<file path="src/hdl/dac_load_mask_offset_pkg.sv">
/*
  Constants and carrier types for the DAC load, interrupt gate and offset
  register bank. Assumes an 8-bit register address space reached over a
  plain strobe port on the single 200 MHz core clock.
*/
package dac_load_mask_offset_pkg;

  // ==========================================================================
  // Register offsets
  localparam logic [7:0] ADDR_DAC_CONFIG        = 8'h1B;
  localparam logic [7:0] ADDR_DAC_LOAD_CMD      = 8'h1C;
  localparam logic [7:0] ADDR_IRQ_GATE_ONE      = 8'h1D;
  localparam logic [7:0] ADDR_IRQ_GATE_TWO      = 8'h1E;
  localparam logic [7:0] ADDR_INT_TEMP_CAL      = 8'h1F;
  localparam logic [7:0] ADDR_EXT_TEMP_CAL      = 8'h20;
  localparam logic [7:0] ADDR_INT_THERMAL_SHIFT = 8'h21;
  localparam logic [7:0] ADDR_CONTROL_THREE     = 8'h30;
  localparam logic [7:0] ADDR_IRQ_STATUS_ONE    = 8'h31;
  localparam logic [7:0] ADDR_IRQ_STATUS_TWO    = 8'h32;

  // ==========================================================================
  // Field positions
  localparam int LOAD_CMD_DAC_LSB   = 0;
  localparam int LOAD_CMD_REF_AB    = 4;
  localparam int LOAD_CMD_REF_CD    = 5;
  localparam int DAC_CFG_MODE_LSB   = 4;
  localparam int CTRL3_PIN_DISABLE  = 3;
  localparam int GATE_TWO_SUPPLY    = 4;

  // ==========================================================================
  // Values after reset, field codes and sizes
  localparam logic [7:0] RST_ZERO           = 8'h00;
  localparam logic [7:0] RST_THERMAL_SHIFT  = 8'hD8;
  localparam logic [1:0] LOAD_MODE_REGISTER = 2'h3;
  localparam logic [1:0] REF_RESET          = 2'h0;
  localparam logic [7:0] DEADBAND_CODE      = 8'hFF;
  localparam logic [7:0] CODE_MIDSCALE_FLIP = 8'h80;
  localparam logic [7:0] GATE_TWO_USED      = 8'h10;
  localparam int         NUM_DACS           = 4;
  localparam int         SYNC_STAGES        = 2;

  // ==========================================================================
  // Carrier types
  typedef struct packed {
    logic       wr;
    logic       rd;
    logic [7:0] addr;
    logic [7:0] wdata;
  } reg_req_t;

  typedef struct packed {
    logic [7:0] upper_limit_events;
    logic       supply_event;
  } limit_events_t;

endpackage : dac_load_mask_offset_pkg

</file>
<file path="src/hdl/dac_load_mask_offset_regs.sv">
/*
  Register bank for DAC software loading, reference selection, interrupt
  gating and temperature offsets, with sticky interrupt status and a level
  interrupt output. Assumes the bus master, comparators and converters run
  on clk_in; only the external load pin is asynchronous and is synchronised.
*/
// Functional notes
// - Load register DAC bits act only in software load mode
// - Per-DAC load bits always read back zero
// - Load bit N updates only DAC N
// - Bit 4 picks reference for DAC A/B
// - Bit 5 picks reference for DAC C/D
// - Gate one bits 0,1 mask internal limits
// - Gate one bit 2 masks external/input one
// - Gate one bit 3 masks external low
// - Gate one bit 4 masks sensor fault
// - Gate one bits 5-7 mask inputs two-four
// - Gate two bit 4 masks supply events
// - Internal offset added before store/compare
// - External offset added before store/compare
// - Thermal shift added before DAC A conversion
// - Out-of-span shifted temperature gives upper deadband
// - Load mode 11 means register-only updates
// - Control bit 3 disables the load pin
module dac_load_mask_offset_regs #(
  parameter int TEMP_W = 10
) (
  // Clock and reset
  input  wire logic                                    clk_in,
  input  wire logic                                    rst_n_in,
  // Register port
  input  wire dac_load_mask_offset_pkg::reg_req_t      req_in,
  output logic [7:0]                                   rdata_out,
  // Events from the limit comparators, one-cycle pulses
  input  wire dac_load_mask_offset_pkg::limit_events_t events_in,
  // External load pin, active low, asynchronous
  input  wire logic                                    load_pin_n_in,
  // Raw temperature results, quarter degree, two's complement
  input  wire logic signed [TEMP_W-1:0]                int_temp_raw_in,
  input  wire logic                                    int_temp_valid_in,
  input  wire logic signed [TEMP_W-1:0]                ext_temp_raw_in,
  input  wire logic                                    ext_temp_valid_in,
  // Corrected temperature results
  output logic signed [TEMP_W-1:0]                     int_temp_out,
  output logic                                         int_temp_valid_out,
  output logic signed [TEMP_W-1:0]                     ext_temp_out,
  output logic                                         ext_temp_valid_out,
  // DAC A thermal code and DAC control
  output logic [7:0]                                   dac_a_thermal_code_out,
  output logic [3:0]                                   dac_load_out,
  output logic [1:0]                                   ref_internal_out,
  // Interrupt
  output logic                                         irq_out
);

  // ==========================================================================
  // Declarations
  localparam int SUM_W = TEMP_W + 1;
  localparam logic signed [SUM_W-1:0] TEMP_MAX = SUM_W'((1 << (TEMP_W - 1)) - 1);
  localparam logic signed [SUM_W-1:0] TEMP_MIN = -SUM_W'(1 << (TEMP_W - 1));
  localparam int SYNC_STAGES_W = dac_load_mask_offset_pkg::SYNC_STAGES;

  logic [1:0]  load_mode_ff;
  logic        pin_disable_ff;
  logic [1:0]  ref_internal_ff;
  logic [7:0]  gate_one_ff;
  logic [7:0]  gate_two_ff;
  logic [7:0]  int_cal_ff;
  logic [7:0]  ext_cal_ff;
  logic [7:0]  thermal_shift_ff;
  logic [7:0]  status_one_ff;
  logic        status_two_ff;
  logic [7:0]  rdata_ff;
  logic [3:0]  dac_load_ff;
  logic [SYNC_STAGES_W-1:0] pin_sync_ff;
  logic        pin_last_ff;
  logic signed [TEMP_W-1:0] int_temp_ff;
  logic signed [TEMP_W-1:0] ext_temp_ff;
  logic        int_valid_ff;
  logic        ext_valid_ff;
  logic [7:0]  thermal_code_ff;

  logic        wr_load_cmd;
  logic        sw_load_enabled;
  logic        pin_fall;
  logic [3:0]  nxt_dac_load;
  logic [7:0]  clr_one;
  logic        clr_two;
  logic signed [SUM_W-1:0] int_sum;
  logic signed [SUM_W-1:0] ext_sum;
  logic signed [TEMP_W-1:0] int_corr;
  logic signed [TEMP_W-1:0] ext_corr;
  logic signed [9:0] shifted_deg;
  logic [7:0]  nxt_thermal_code;
  logic [7:0]  nxt_rdata;

  // ==========================================================================
  // Write decode
  assign wr_load_cmd = req_in.wr && (req_in.addr == dac_load_mask_offset_pkg::ADDR_DAC_LOAD_CMD);

  // Software loading needs the pin disabled and the register-only load mode
  assign sw_load_enabled = pin_disable_ff &&
                           (load_mode_ff == dac_load_mask_offset_pkg::LOAD_MODE_REGISTER);

  always_ff @(posedge clk_in or negedge rst_n_in) begin
    if (!rst_n_in) begin
      load_mode_ff <= dac_load_mask_offset_pkg::RST_ZERO[1:0];
    end else if (req_in.wr && (req_in.addr == dac_load_mask_offset_pkg::ADDR_DAC_CONFIG)) begin
      load_mode_ff <= req_in.wdata[dac_load_mask_offset_pkg::DAC_CFG_MODE_LSB +: 2];
    end
  end

  always_ff @(posedge clk_in or negedge rst_n_in) begin
    if (!rst_n_in) begin
      pin_disable_ff <= 1'b0;
    end else if (req_in.wr && (req_in.addr == dac_load_mask_offset_pkg::ADDR_CONTROL_THREE)) begin
      pin_disable_ff <= req_in.wdata[dac_load_mask_offset_pkg::CTRL3_PIN_DISABLE];
    end
  end

  // Reference selection is held regardless of load mode
  always_ff @(posedge clk_in or negedge rst_n_in) begin
    if (!rst_n_in) begin
      ref_internal_ff <= dac_load_mask_offset_pkg::REF_RESET;
    end else if (wr_load_cmd) begin
      ref_internal_ff[0] <= req_in.wdata[dac_load_mask_offset_pkg::LOAD_CMD_REF_AB];
      ref_internal_ff[1] <= req_in.wdata[dac_load_mask_offset_pkg::LOAD_CMD_REF_CD];
    end
  end

  always_ff @(posedge clk_in or negedge rst_n_in) begin
    if (!rst_n_in) begin
      gate_one_ff <= dac_load_mask_offset_pkg::RST_ZERO;
    end else if (req_in.wr && (req_in.addr == dac_load_mask_offset_pkg::ADDR_IRQ_GATE_ONE)) begin
      gate_one_ff <= req_in.wdata;
    end
  end

  // Reserved bits are expected zero; they are dropped so they cannot gate anything
  always_ff @(posedge clk_in or negedge rst_n_in) begin
    if (!rst_n_in) begin
      gate_two_ff <= dac_load_mask_offset_pkg::RST_ZERO;
    end else if (req_in.wr && (req_in.addr == dac_load_mask_offset_pkg::ADDR_IRQ_GATE_TWO)) begin
      gate_two_ff <= req_in.wdata & dac_load_mask_offset_pkg::GATE_TWO_USED;
    end
  end

  always_ff @(posedge clk_in or negedge rst_n_in) begin
    if (!rst_n_in) begin
      int_cal_ff <= dac_load_mask_offset_pkg::RST_ZERO;
    end else if (req_in.wr && (req_in.addr == dac_load_mask_offset_pkg::ADDR_INT_TEMP_CAL)) begin
      int_cal_ff <= req_in.wdata;
    end
  end

  always_ff @(posedge clk_in or negedge rst_n_in) begin
    if (!rst_n_in) begin
      ext_cal_ff <= dac_load_mask_offset_pkg::RST_ZERO;
    end else if (req_in.wr && (req_in.addr == dac_load_mask_offset_pkg::ADDR_EXT_TEMP_CAL)) begin
      ext_cal_ff <= req_in.wdata;
    end
  end

  always_ff @(posedge clk_in or negedge rst_n_in) begin
    if (!rst_n_in) begin
      thermal_shift_ff <= dac_load_mask_offset_pkg::RST_THERMAL_SHIFT;
    end else if (req_in.wr &&
                 (req_in.addr == dac_load_mask_offset_pkg::ADDR_INT_THERMAL_SHIFT)) begin
      thermal_shift_ff <= req_in.wdata;
    end
  end

  // ==========================================================================
  // DAC load pulses
  // The pin passes two flops; the edge detector compares the second one with its delayed copy in pin_last_ff
  always_ff @(posedge clk_in or negedge rst_n_in) begin
    if (!rst_n_in) begin
      pin_sync_ff <= '1;
      pin_last_ff <= 1'b1;
    end else begin
      pin_sync_ff <= {pin_sync_ff[SYNC_STAGES_W-2:0], load_pin_n_in};
      pin_last_ff <= pin_sync_ff[SYNC_STAGES_W-1];
    end
  end

  assign pin_fall = pin_last_ff && !pin_sync_ff[SYNC_STAGES_W-1];

  // Each bit loads only its own DAC; all set bits fire in the same cycle
  always_comb begin
    nxt_dac_load = 4'h0;
    if (wr_load_cmd && sw_load_enabled) begin
      nxt_dac_load = req_in.wdata[dac_load_mask_offset_pkg::LOAD_CMD_DAC_LSB +: 4];
    end
    if (!pin_disable_ff && pin_fall) begin
      nxt_dac_load = 4'hF;
    end
  end

  // Load bits are pulses, never stored, so read-back gives zero there
  always_ff @(posedge clk_in or negedge rst_n_in) begin
    if (!rst_n_in) begin
      dac_load_ff <= 4'h0;
    end else begin
      dac_load_ff <= nxt_dac_load;
    end
  end

  // ==========================================================================
  // Interrupt status, write one to clear; a new event wins over the clear
  assign clr_one = (req_in.wr && (req_in.addr == dac_load_mask_offset_pkg::ADDR_IRQ_STATUS_ONE))
                   ? req_in.wdata : 8'h00;
  assign clr_two = req_in.wr && (req_in.addr == dac_load_mask_offset_pkg::ADDR_IRQ_STATUS_TWO) &&
                   req_in.wdata[dac_load_mask_offset_pkg::GATE_TWO_SUPPLY];

  for (genvar i = 0; i < 8; i++) begin : g_status_one
    always_ff @(posedge clk_in or negedge rst_n_in) begin
      if (!rst_n_in) begin
        status_one_ff[i] <= 1'b0;
      end else if (events_in.upper_limit_events[i]) begin
        status_one_ff[i] <= 1'b1;
      end else if (clr_one[i]) begin
        status_one_ff[i] <= 1'b0;
      end
    end
  end

  always_ff @(posedge clk_in or negedge rst_n_in) begin
    if (!rst_n_in) begin
      status_two_ff <= 1'b0;
    end else if (events_in.supply_event) begin
      status_two_ff <= 1'b1;
    end else if (clr_two) begin
      status_two_ff <= 1'b0;
    end
  end

  // A gate bit of one blocks its event; zero lets it drive the output
  assign irq_out = (|(status_one_ff & ~gate_one_ff)) ||
                   (status_two_ff &&
                    !gate_two_ff[dac_load_mask_offset_pkg::GATE_TWO_SUPPLY]);

  // ==========================================================================
  // Temperature correction, saturating so a large offset cannot wrap
  always_comb begin
    int_sum = SUM_W'(int_temp_raw_in) + SUM_W'({{(TEMP_W-8){int_cal_ff[7]}}, int_cal_ff, 2'b00});
    ext_sum = SUM_W'(ext_temp_raw_in) + SUM_W'({{(TEMP_W-8){ext_cal_ff[7]}}, ext_cal_ff, 2'b00});
    if (int_sum > TEMP_MAX) begin
      int_corr = TEMP_MAX[TEMP_W-1:0];
    end else if (int_sum < TEMP_MIN) begin
      int_corr = TEMP_MIN[TEMP_W-1:0];
    end else begin
      int_corr = int_sum[TEMP_W-1:0];
    end
    if (ext_sum > TEMP_MAX) begin
      ext_corr = TEMP_MAX[TEMP_W-1:0];
    end else if (ext_sum < TEMP_MIN) begin
      ext_corr = TEMP_MIN[TEMP_W-1:0];
    end else begin
      ext_corr = ext_sum[TEMP_W-1:0];
    end
  end

  always_ff @(posedge clk_in or negedge rst_n_in) begin
    if (!rst_n_in) begin
      int_temp_ff  <= '0;
      int_valid_ff <= 1'b0;
    end else begin
      int_valid_ff <= int_temp_valid_in;
      if (int_temp_valid_in) begin
        int_temp_ff <= int_corr;
      end
    end
  end

  always_ff @(posedge clk_in or negedge rst_n_in) begin
    if (!rst_n_in) begin
      ext_temp_ff  <= '0;
      ext_valid_ff <= 1'b0;
    end else begin
      ext_valid_ff <= ext_temp_valid_in;
      if (ext_temp_valid_in) begin
        ext_temp_ff <= ext_corr;
      end
    end
  end

  // ==========================================================================
  // DAC A thermal code from whole degrees of the corrected internal result
  always_comb begin
    // Whole degrees keep their sign, so cold readings do not wrap to hot codes
    shifted_deg = 10'($signed(int_corr[TEMP_W-1:2])) +
                  {{2{thermal_shift_ff[7]}}, thermal_shift_ff};
    if ((shifted_deg > 10'sh07F) || (shifted_deg < 10'sh380)) begin
      nxt_thermal_code = dac_load_mask_offset_pkg::DEADBAND_CODE;
    end else begin
      nxt_thermal_code = shifted_deg[7:0] ^ dac_load_mask_offset_pkg::CODE_MIDSCALE_FLIP;
    end
  end

  always_ff @(posedge clk_in or negedge rst_n_in) begin
    if (!rst_n_in) begin
      thermal_code_ff <= dac_load_mask_offset_pkg::RST_ZERO;
    end else if (int_temp_valid_in) begin
      thermal_code_ff <= nxt_thermal_code;
    end
  end

  // ==========================================================================
  // Read path, data in the cycle after the strobe; unmapped reads give zero
  always_comb begin
    nxt_rdata = 8'h00;
    case (req_in.addr)
      dac_load_mask_offset_pkg::ADDR_DAC_CONFIG:
        nxt_rdata = {2'b00, load_mode_ff, 4'h0};
      dac_load_mask_offset_pkg::ADDR_DAC_LOAD_CMD:
        nxt_rdata = {2'b00, ref_internal_ff, 4'h0};
      dac_load_mask_offset_pkg::ADDR_IRQ_GATE_ONE:      nxt_rdata = gate_one_ff;
      dac_load_mask_offset_pkg::ADDR_IRQ_GATE_TWO:      nxt_rdata = gate_two_ff;
      dac_load_mask_offset_pkg::ADDR_INT_TEMP_CAL:      nxt_rdata = int_cal_ff;
      dac_load_mask_offset_pkg::ADDR_EXT_TEMP_CAL:      nxt_rdata = ext_cal_ff;
      dac_load_mask_offset_pkg::ADDR_INT_THERMAL_SHIFT: nxt_rdata = thermal_shift_ff;
      dac_load_mask_offset_pkg::ADDR_CONTROL_THREE:
        nxt_rdata = {4'h0, pin_disable_ff, 3'h0};
      dac_load_mask_offset_pkg::ADDR_IRQ_STATUS_ONE:    nxt_rdata = status_one_ff;
      dac_load_mask_offset_pkg::ADDR_IRQ_STATUS_TWO:
        nxt_rdata = {3'h0, status_two_ff, 4'h0};
      default:                                          nxt_rdata = 8'h00;
    endcase
  end

  always_ff @(posedge clk_in or negedge rst_n_in) begin
    if (!rst_n_in) begin
      rdata_ff <= 8'h00;
    end else if (req_in.rd) begin
      rdata_ff <= nxt_rdata;
    end else begin
      rdata_ff <= 8'h00;
    end
  end

  // ==========================================================================
  // Outputs
  assign rdata_out              = rdata_ff;
  assign dac_load_out           = dac_load_ff;
  assign ref_internal_out       = ref_internal_ff;
  assign int_temp_out           = int_temp_ff;
  assign int_temp_valid_out     = int_valid_ff;
  assign ext_temp_out           = ext_temp_ff;
  assign ext_temp_valid_out     = ext_valid_ff;
  assign dac_a_thermal_code_out = thermal_code_ff;

endmodule : dac_load_mask_offset_regs

</file>
<file path="config.mk">
export PLATFORM = sky130hd
export DESIGN_NAME = dac_load_mask_offset_regs
export DESIGN_NICKNAME = d
export VERILOG_FILES = /design/src/hdl/dac_load_mask_offset_pkg.sv /design/src/hdl/dac_load_mask_offset_regs.sv
export SDC_FILE = /design/constraint.sdc
export NUM_CORES = 1
export LEC_CHECK = 0
export ABC_CLOCK_PERIOD_IN_PS = 3490
export BUFFER_PORTS_ARGS = -buffer_cell sky130_fd_sc_hd__buf_2
export CAP_MARGIN = 30
export CELL_PAD_IN_SITES_DETAIL_PLACEMENT = 2
export CELL_PAD_IN_SITES_GLOBAL_PLACEMENT = 2
export CORE_ASPECT_RATIO = 0.8
export CORE_MARGIN = 5
export CORE_UTILIZATION = 32
export DETAILED_ROUTE_END_ITERATION = 8
export PLACE_DENSITY = 0.81
export SYNTH_ARGS = -nofsm -noshare
export SYNTH_HDL_FRONTEND = slang
export SYNTH_SLANG_ARGS = --single-unit
</file>
<file path="constraint.sdc">
create_clock -name clk_in -period 3.49 [get_ports clk_in]
set_input_delay 0.698 -clock clk_in [delete_from_list [all_inputs] [get_ports clk_in]]
set_output_delay 0.698 -clock clk_in [all_outputs]
set_load 0.03 [all_outputs]
</file>
Word level (Yosys, flattened, before mapping)
Index checks and enable logic that the tools add are counted.
{"block": "word_totals", "in_bits": 52, "register_bits": 92, "word_cells": 108}
{"block": "classes", "n_eq_ne": 11, "magnitude_cmp": 6, "addsub": 3, "bitwise_logic": 3, "n_mux": 28, "n_reduce_logical": 31}
{"operator": "$pmux 8 s10", "n": 1}
{"operator": "$eq 8x5->1 const B", "n": 5}
{"operator": "$eq 8x6->1 const B", "n": 5}
{"operator": "$mux 10", "n": 4}
{"operator": "$mux 8", "n": 3}
{"operator": "$add 10x10->11", "n": 2}
{"operator": "$gt 11x10->1 const B", "n": 2}
{"operator": "$lt 11x10->1 const B", "n": 2}
{"operator": "$mux 1", "n": 18}
{"operator": "$reduce_bool 2->1", "n": 9}
{"operator": "$logic_and 1x1->1", "n": 16}
{"operator": "$add 8x8->9", "n": 1}
{"operator": "$gt 9x8->1 const B", "n": 1}
{"operator": "$lt 9x8->1 const B", "n": 1}
{"operator": "$and 8x8->8", "n": 1}
{"operator": "$mux 4", "n": 2}
{"operator": "$not 8->8", "n": 1}
{"operator": "$reduce_or 8->1", "n": 1}
{"operator": "$logic_not 1->1", "n": 3}
{"operator": "$eq 2x2->1 const B", "n": 1}
{"operator": "$logic_or 1x1->1", "n": 2}
{"operator": "$not 1->1", "n": 1}

Longest topological paths before layout
Gate-level depths: netlist (run 1).
{"block": "depth", "ltp_word": 8, "ltp_mapped": 18, "depth_no_buf": 17}

Worst setup path after synthesis (run 1)
No wires, ideal clock.
{"block": "synth_timing", "path_type": "input to register", "from": "input int_temp_raw_in[2]", "to": "register thermal_code_ff[3], in the netlist dac_a_thermal_code_out[3]", "setup_ns": 0.143, "n_path_buf": 1, "setup_slack_ns": -0.535, "stages": 18, "arrival_time_ns": 3.882, "required_time_ns": 3.347, "path_cell_list": "ha_1 > fa_1 > a21oi_1 > nor2b_1 > a31o_2 > a31o_2 > buf_4 > nor2_4 > a21oi_1 > ha_1 > inv_1 > fa_1 > nor2b_1 > o31a_1 > o21a_1 > o31ai_4 > xnor2_1 > a31oi_1"}
{"block": "synth_between", "elab_chain_len": 8}
{"item": "start: declaration", "line": "dac_load_mask_offset_regs.sv:39", "source": "input wire logic signed [TEMP_W-1:0] int_temp_raw_in,"}
{"item": "$add 10x10->11 (*)", "line": "dac_load_mask_offset_regs.sv:245", "source": "int_sum = SUM_W'(int_temp_raw_in) + SUM_W'({{(TEMP_W-8){int_cal_ff[7]}}, int_cal_ff, 2'b00});"}
{"item": "$lt 11x10->1", "line": "dac_load_mask_offset_regs.sv:249", "source": "end else if (int_sum < TEMP_MIN) begin"}
{"item": "$mux 10", "line": "dac_load_mask_offset_regs.sv:249"}
{"item": "$mux 10 (*)", "line": "dac_load_mask_offset_regs.sv:247", "source": "if (int_sum > TEMP_MAX) begin"}
{"item": "named net int_corr[2]", "line": "dac_load_mask_offset_regs.sv:91", "source": "logic signed [TEMP_W-1:0] int_corr;"}
{"item": "$add 8x8->9 (*)", "line": "dac_load_mask_offset_regs.sv:291", "source": "shifted_deg = 10'($signed(int_corr[TEMP_W-1:2])) +"}
{"item": "$gt 9x8->1 / $lt 9x8->1 (equally long branches)", "line": "dac_load_mask_offset_regs.sv:293", "source": "if ((shifted_deg > 10'sh07F) || (shifted_deg < 10'sh380)) begin"}
{"item": "$logic_or 1x1->1", "line": "dac_load_mask_offset_regs.sv:293"}
{"item": "$mux 8 (*)", "line": "dac_load_mask_offset_regs.sv:293"}
{"item": "end signal: assignment", "line": "dac_load_mask_offset_regs.sv:302", "source": "thermal_code_ff <= dac_load_mask_offset_pkg::RST_ZERO;"}
{"item": "end signal: assignment", "line": "dac_load_mask_offset_regs.sv:304", "source": "thermal_code_ff <= nxt_thermal_code;"}
{"item": "end: declaration", "line": "dac_load_mask_offset_regs.sv:81", "source": "logic [7:0] thermal_code_ff;"}
Mark *: on every way through the listed nets, which the timed path passes. The rest lies on a longest branch.
A chain may end at the register's enable or synchronous reset.

Worst setup path after layout (run 1)
{"block": "layout_timing", "from": "input int_temp_raw_in[2]", "to": "register thermal_code_ff[0], in the netlist dac_a_thermal_code_out[0]"}
{"block": "layout_between", "elab_chain_len": 8}
{"item": "$add 10x10->11 (*)", "line": "dac_load_mask_offset_regs.sv:245"}
{"item": "$lt 11x10->1", "line": "dac_load_mask_offset_regs.sv:249"}
{"item": "$mux 10", "line": "dac_load_mask_offset_regs.sv:249"}
{"item": "$mux 10 (*)", "line": "dac_load_mask_offset_regs.sv:247"}
{"item": "named net int_corr[5]", "line": "dac_load_mask_offset_regs.sv:91"}
{"item": "$add 8x8->9 (*)", "line": "dac_load_mask_offset_regs.sv:291"}
{"item": "$gt 9x8->1 / $lt 9x8->1 (equally long branches)", "line": "dac_load_mask_offset_regs.sv:293"}
{"item": "$logic_or 1x1->1 (*)", "line": "dac_load_mask_offset_regs.sv:293"}
{"item": "$mux 8 (*)", "line": "dac_load_mask_offset_regs.sv:293"}
Marked as above.

==> results of run 1 <==
## area by class of cell
class	instances	area [um^2]
fill	1676	8950
multi-input combinational	330	2630
sequential	92	2310
timing repair buffer	153	935
tap	215	269
clock buffer	9	225
clock inverter	7	163
inverter	30	113
## kinds of logic after synthesis
family / synth area share
muxes: 0.112
xor gates and xnor gates: 0.0299
and+or+nand+nor: 0.117
DFF: 0.461
buffers and inverters: 0.0372
AOI/OAI and AO/OA: 0.171
adders and majority gates: 0.0718
## report_power, final
part / internal [mW] / switching, mW / total, mW
clock: 0.844 / 0.444 / 1.29
combinational: 0.351 / 0.542 / 0.893
sequential: 1.16 / 0.0663 / 1.23
## sequential cells by signal (all words and copies together), names as in the netlist
signal                  cells
gate_two_ff                 1
pin_last_ff                 1
pin_sync_ff                 2
int_temp_out               10
status_two_ff               1
int_temp_valid_out          1
gate_one_ff                 8
pin_disable_ff              1
dac_load_out                4
int_cal_ff                  8
ext_cal_ff                  8
ref_internal_out            2
thermal_shift_ff            8
rdata_out                   8
ext_temp_valid_out          1
ext_temp_out               10
dac_a_thermal_code_out      8
load_mode_ff                2
status_one_ff               8
## cells in the mapped netlist, drive strengths merged (4+ instances only)
library cell	number
a211oi	5
a21o	16
a21oi	35
a22oi	7
a31oi	5
buf	7
clkbuf	9
dfrtp	85
dfstp	7
ha	24
inv	29
mux2	40
mux2i	9
nand2	31
nand3	8
nor2	39
nor2b	4
nor3	6
o21ai	24
o22ai	12
o2bb2ai	5
xnor2	13
## per-stage QoR
step | instances | setup TNS, ns | hold slack, ns
after floorplan | 468 | -2.88 | 0.345
after global placement | 809 | -3.68 | 0.347
after detailed placement | 809 | -5.02 | 0.349
after CTS | 833 | -0.688 | 0.359
after global routing | 836 | -2.78 | 0.362
final | 836 | -1.41 | 0.358
## layer usage
metal,share of wire,global-route usage,up-vias
met5,0,0,-
met4,0.032,0.0680,0
met3,0.033,0.0346,42
met2,0.51,0.361,95
met1,0.42,0.264,2260
li1,-,-,1987
## worst max-delay path by stage
stage / to / cells past startpoint / startpoint
after floorplan: dac_a_thermal_code_out[3] / 18 / int_temp_raw_in[2]
after CTS: dac_a_thermal_code_out[0] / 18 / int_cal_ff[0]
after global routing: dac_a_thermal_code_out[0] / 16 / int_cal_ff[2]
after global placement: dac_a_thermal_code_out[3] / 18 / int_temp_raw_in[2]
final: dac_a_thermal_code_out[0] / 18 / int_temp_raw_in[2]
after detailed placement: dac_a_thermal_code_out[1] / 17 / int_temp_raw_in[7]
## timing repair
| item | 4_1_cts | 5_1_grt |
|---|---|---|
| pin swaps | 10 | 3 |
| setup buffers | 8 | 3 |
| gates resized for setup | 11 | 7 |
| setup endpoints to repair | 8 | 8 |
==> out/metrics.yaml, run 1 <==
syn-cell-area_mm2: 0.00502
reg2reg_setup_slack_ns: -0.20
track_usage: 0.208
die_width_um: 150
final_util: 0.426
reg2reg_from: "int_cal_ff[0]"
cts_buffers: 9
grt_max_degree: 53
synthArstFlopShare: 1.00
layout_commonest_cell: "buf_2"
initial_core_util: 0.322
rsz0062_at_grt: "true"
diodes: 0
ys_top_cells_by_area: "dfrtp_1, mux2_2, ha_1, dfstp_2, a21oi_1"
drc: 0
postRouteAntennaNets: 0
viasPerCell: 5.24
grt-ovfl-total: 0
max_freq_mhz: 271
critPathMaxStageDelay_ns: 0.35
ys_seq_elements: 92
post_drt_wl_per_cell_um: 22.5
power.density_mw_per_mm2: 514
relSlewSlack: 0.412
vias: 4384
worstPathRequired_ns: 3.70
gp_congestion: 0.813
maxCapViolCount: 0
maxSlewViolCount: 0
avgSynthCellArea_um2: 10.7
r2r_cells: 17
p_total_mw: 3.41
first_global_vias: 5027
synth_warnings: 0
clock_skew_ns: 0.0101
top_level_ports: 97
clkTransAtPathRegs_ns: 0.07
finalCriticalPeriod_ns: 3.69
holdPathEnd: "pin_sync_ff[1]"
cp_num_buf_inv: 3
root_buffer: "clkbuf_16"
grt_antenna_before_repair: 0
cpMaxStageDelayCell: "fa_2"
yosys_most_used_dff: "dfrtp_1"
insertion_delay_ns: 0.35
finalCritPeriodShare: 1.06
postCtsHoldBufs: 0
clock-sinks: 92
power_leakage_nw: 3.15
synth-edff-count: 0
path_delay_family: "compound AO/OA/AOI/OAI gates"
violations: "negative setup slack"
mostFrequentLayoutCells: "buf_2, dfrtp_1, buf_4"
yosysSeqAreaShare: 0.461
yosysTopAreaCell: "dfrtp_1"
status: "complete, but fails checks"
critPathCaptureType: "flop"
rr_endpoint: "dac_a_thermal_code_out[0]"
cp_max_fo: 8
worstPathCellList: "buf_6, ha_4, fa_2, a21oi_2, nor2b_1, a31o_2, a31o_4, nor2_4, buf_4, nor2_1, ha_1, o21a_1, o31a_1, o21a_1, o31ai_4, xnor2_2, buf_6, a31oi_1"
core_area_mm2: 0.0156
wl_um: 18800
fin_ws_ns: -0.205
io_buffer_count: 96
cts_tree: "built"
first_pass_iters: 4
hold_start: "pin_sync_ff[0]"
cts.path.max_buffers: 2
worstMarginPinSlew_ns: 0.875
dp.final_hpwl_um: 13100
die_area_mm2: 0.0183
critical_path_class: "input port to flop"
syn_to_final_growth_pct: 32.4
fp.dieH_um: 122
nets: 695
pre_cts_ws_ns: -0.669
setup_viol: 8
hp-class: "flop to flop"
synth_top_cell_area_share: 0.424
syn_inst: 468
htreeDepth: 3
design_area_mm2: 0.00664
place_area_mm2: 0.00609
rows: 41
hold_viol: 0
drtIter0Drc: 232
synth_fp_nets: 547
drive_gt1_frac: 0.411
cp.arrival_ns: 3.91
peakVddDrop_uv: 229
start_kind: "input port"
grt_pass1_wl_um: 29100
synthDistinctLibCells: 65
min_path_cells: 0
(Power assumes the default switching activity.)
==> run 2: changes to the inputs <==
CELL_PAD_IN_SITES_DETAIL_PLACEMENT = not set   (was 2)
CELL_PAD_IN_SITES_GLOBAL_PLACEMENT = not set   (was 2)
CORE_UTILIZATION = 39   (was 32)
PLACE_DENSITY = 0.67   (was 0.81)
==> run 2 against run 1 <==
Against the previous run:
- the flow still finishes with violations (negative setup slack)
- non-clock buffer count decreased by 2
- via count decreased by 6.2%
- worst hold slack worse by 0.10 ns
- sequential power is essentially flat
- critical path type unchanged
- critical endpoint is now dac_a_thermal_code_out[1]
- largest power group is now registers
==> out/metrics.yaml, run 2 (synthesis gave the netlist of run 1 again) <==
grt_max_degree: 36  # -32%
insertion_delay_ns: 0.35  # about the same
postCtsHoldBufs: 0  # unchanged
reg2reg_setup_slack_ns: -0.14  # +0.06 ns
status: "complete, but fails checks"
first_global_vias: 4248  # -15%
post_drt_wl_per_cell_um: 17.3  # -23%
clock-sinks: 92  # unchanged
dp.final_hpwl_um: 10300  # -22%
viasPerCell: 5.18  # -1.1%
grt-ovfl-total: 0  # unchanged
diodes: 0  # unchanged
grt_pass1_wl_um: 22500  # -23%
pre_cts_ws_ns: -0.678  # -0.00962 ns
peakVddDrop_uv: 239  # +4.2%
relSlewSlack: 0.598  # +0.187
top_level_ports: 97  # unchanged
initial_core_util: 0.394  # +0.0724
drc: 0  # unchanged
htreeDepth: 3  # unchanged
finalCriticalPeriod_ns: 3.64  # -0.0514 ns
stdcell_count: 793  # -5.1%
rr_endpoint: "dac_a_thermal_code_out[1]"
layout_commonest_cell: "buf_2"
setup_viol: 8  # unchanged
grt_antenna_before_repair: 0  # unchanged
maxCapViolCount: 0  # unchanged
drive_gt1_frac: 0.406  # -0.00448
fin_hold_ws_ns: 0.254  # -0.104 ns
cts_buffers: 9  # unchanged
final_util: 0.510  # +0.0845
clkTransAtPathRegs_ns: 0.06  # about the same
place_area_mm2: 0.00603  # -0.94%
first_pass_iters: 7  # +3
rsz0062_at_grt: "true"
mostFrequentLayoutCells: "buf_2, dfrtp_1, buf_4"
clock_skew_ns: 0.00569  # -0.00437 ns
start_kind: "input port"
finalCritPeriodShare: 1.04  # -0.0147
reg2reg_from: "int_cal_ff[1]"
critPathCaptureType: "flop"
maxSlewViolCount: 0  # unchanged
cp_max_fo: 7  # -1
die_area_mm2: 0.0152  # -17%
track_usage: 0.187  # -0.0207
io_buffer_count: 96  # unchanged
dp_cells: 768  # -5.1%
p_total_mw: 2.98  # -13%
cts_tree: "built"
critical_path_class: "input port to flop"
design_area_mm2: 0.00650  # -2.2%
fp.dieH_um: 111  # -8.6%
power.density_mw_per_mm2: 459  # -11%
wl_um: 13700  # -27%
nets: 693  # -0.29%
core_area_mm2: 0.0127  # -18%
worstPathRequired_ns: 3.68  # -0.02 ns
cts.path.max_buffers: 2  # unchanged
hold_viol: 0  # unchanged
power_leakage_nw: 3.10  # -1.7%
root_buffer: "clkbuf_16"
r2r_cells: 16  # -1
fin_ws_ns: -0.153  # +0.0514 ns
hp-class: "input port to asynchronous set/reset pin"
max_freq_mhz: 274  # +1.4%
gp_congestion: 0.869  # +6.8%
vias: 4111  # -6.2%
drtIter0Drc: 344  # +48%
setup_tns_ns: -0.780  # +0.627 ns
postRouteAntennaNets: 0  # unchanged
die_width_um: 137  # -8.8%
cp.arrival_ns: 3.83  # -0.08 ns
rows: 37  # -9.8%
worstMarginPinSlew_ns: 0.598  # -0.278 ns
syn_to_final_growth_pct: 29.5
violations: "negative setup slack"
run 2: cell count changes in the layout (fill, tap and decap cells not counted), sizes merged:
cell,change
buf,-2
bufinv,-5
clkbuf,+4
clkinvlp,-1
clkinv,+1
run 2: worst max-delay path, cell delays in order:
cell and delay, ns:
buf_8 0.10, buf_6 0.11, fa_2 0.40, a21oi_2 0.17, nor2b_2 0.07, a31o_2 0.21, a31o_4 0.27, nor2_4 0.16
buf_6 0.13, nor2_1 0.05, ha_1 0.30, o21a_1 0.20, o31a_1 0.12, o21a_2 0.23, o31ai_4 0.29, xnor2_4 0.19
a31oi_1 0.14
run 2: layout make-up:
cell class                 count  area [um^2]
sequential                    92         2310
tap                          175          219
timing repair buffer         151          927
clock inverter                 2         10.0
clock buffer                  13          260
fill                        1111         6230
multi-input combinational    330         2660
inverter                      30          113
run 2: power breakdown:
part	switching (mW)	total, mW	internal, mW
clock network	0.399	0.915	0.516
logic	0.497	0.844	0.346
registers	0.0580	1.22	1.16
run 2: worst max path at each step:
| stage | start | endpoint | slack, ns |
|---|---|---|---|
| after detailed placement | int_temp_raw_in[2] | dac_a_thermal_code_out[1] | -0.68 |
| after global placement | int_temp_raw_in[2] | dac_a_thermal_code_out[3] | -0.50 |
| after global routing | int_cal_ff[0] | dac_a_thermal_code_out[1] | -0.29 |
| after CTS | int_temp_raw_in[3] | dac_a_thermal_code_out[1] | -0.1 |
| final | int_temp_raw_in[3] | dac_a_thermal_code_out[1] | -0.15 |
| after floorplan | int_temp_raw_in[2] | dac_a_thermal_code_out[3] | -0.40 |
run 2: metal layers:
metal	GRT usage	share of wire
met1	0.260	0.45
met3	0.0420	0.060
met2	0.299	0.48
met4	0.0452	0.011
met5	0	0
run 2: timing repair:
item / CTS / global route
setup buffers: 7 / 3
endpoints found under the setup margin: 8 / 8
gates resized for setup: 21 / 3
pin swaps: 13 / 3
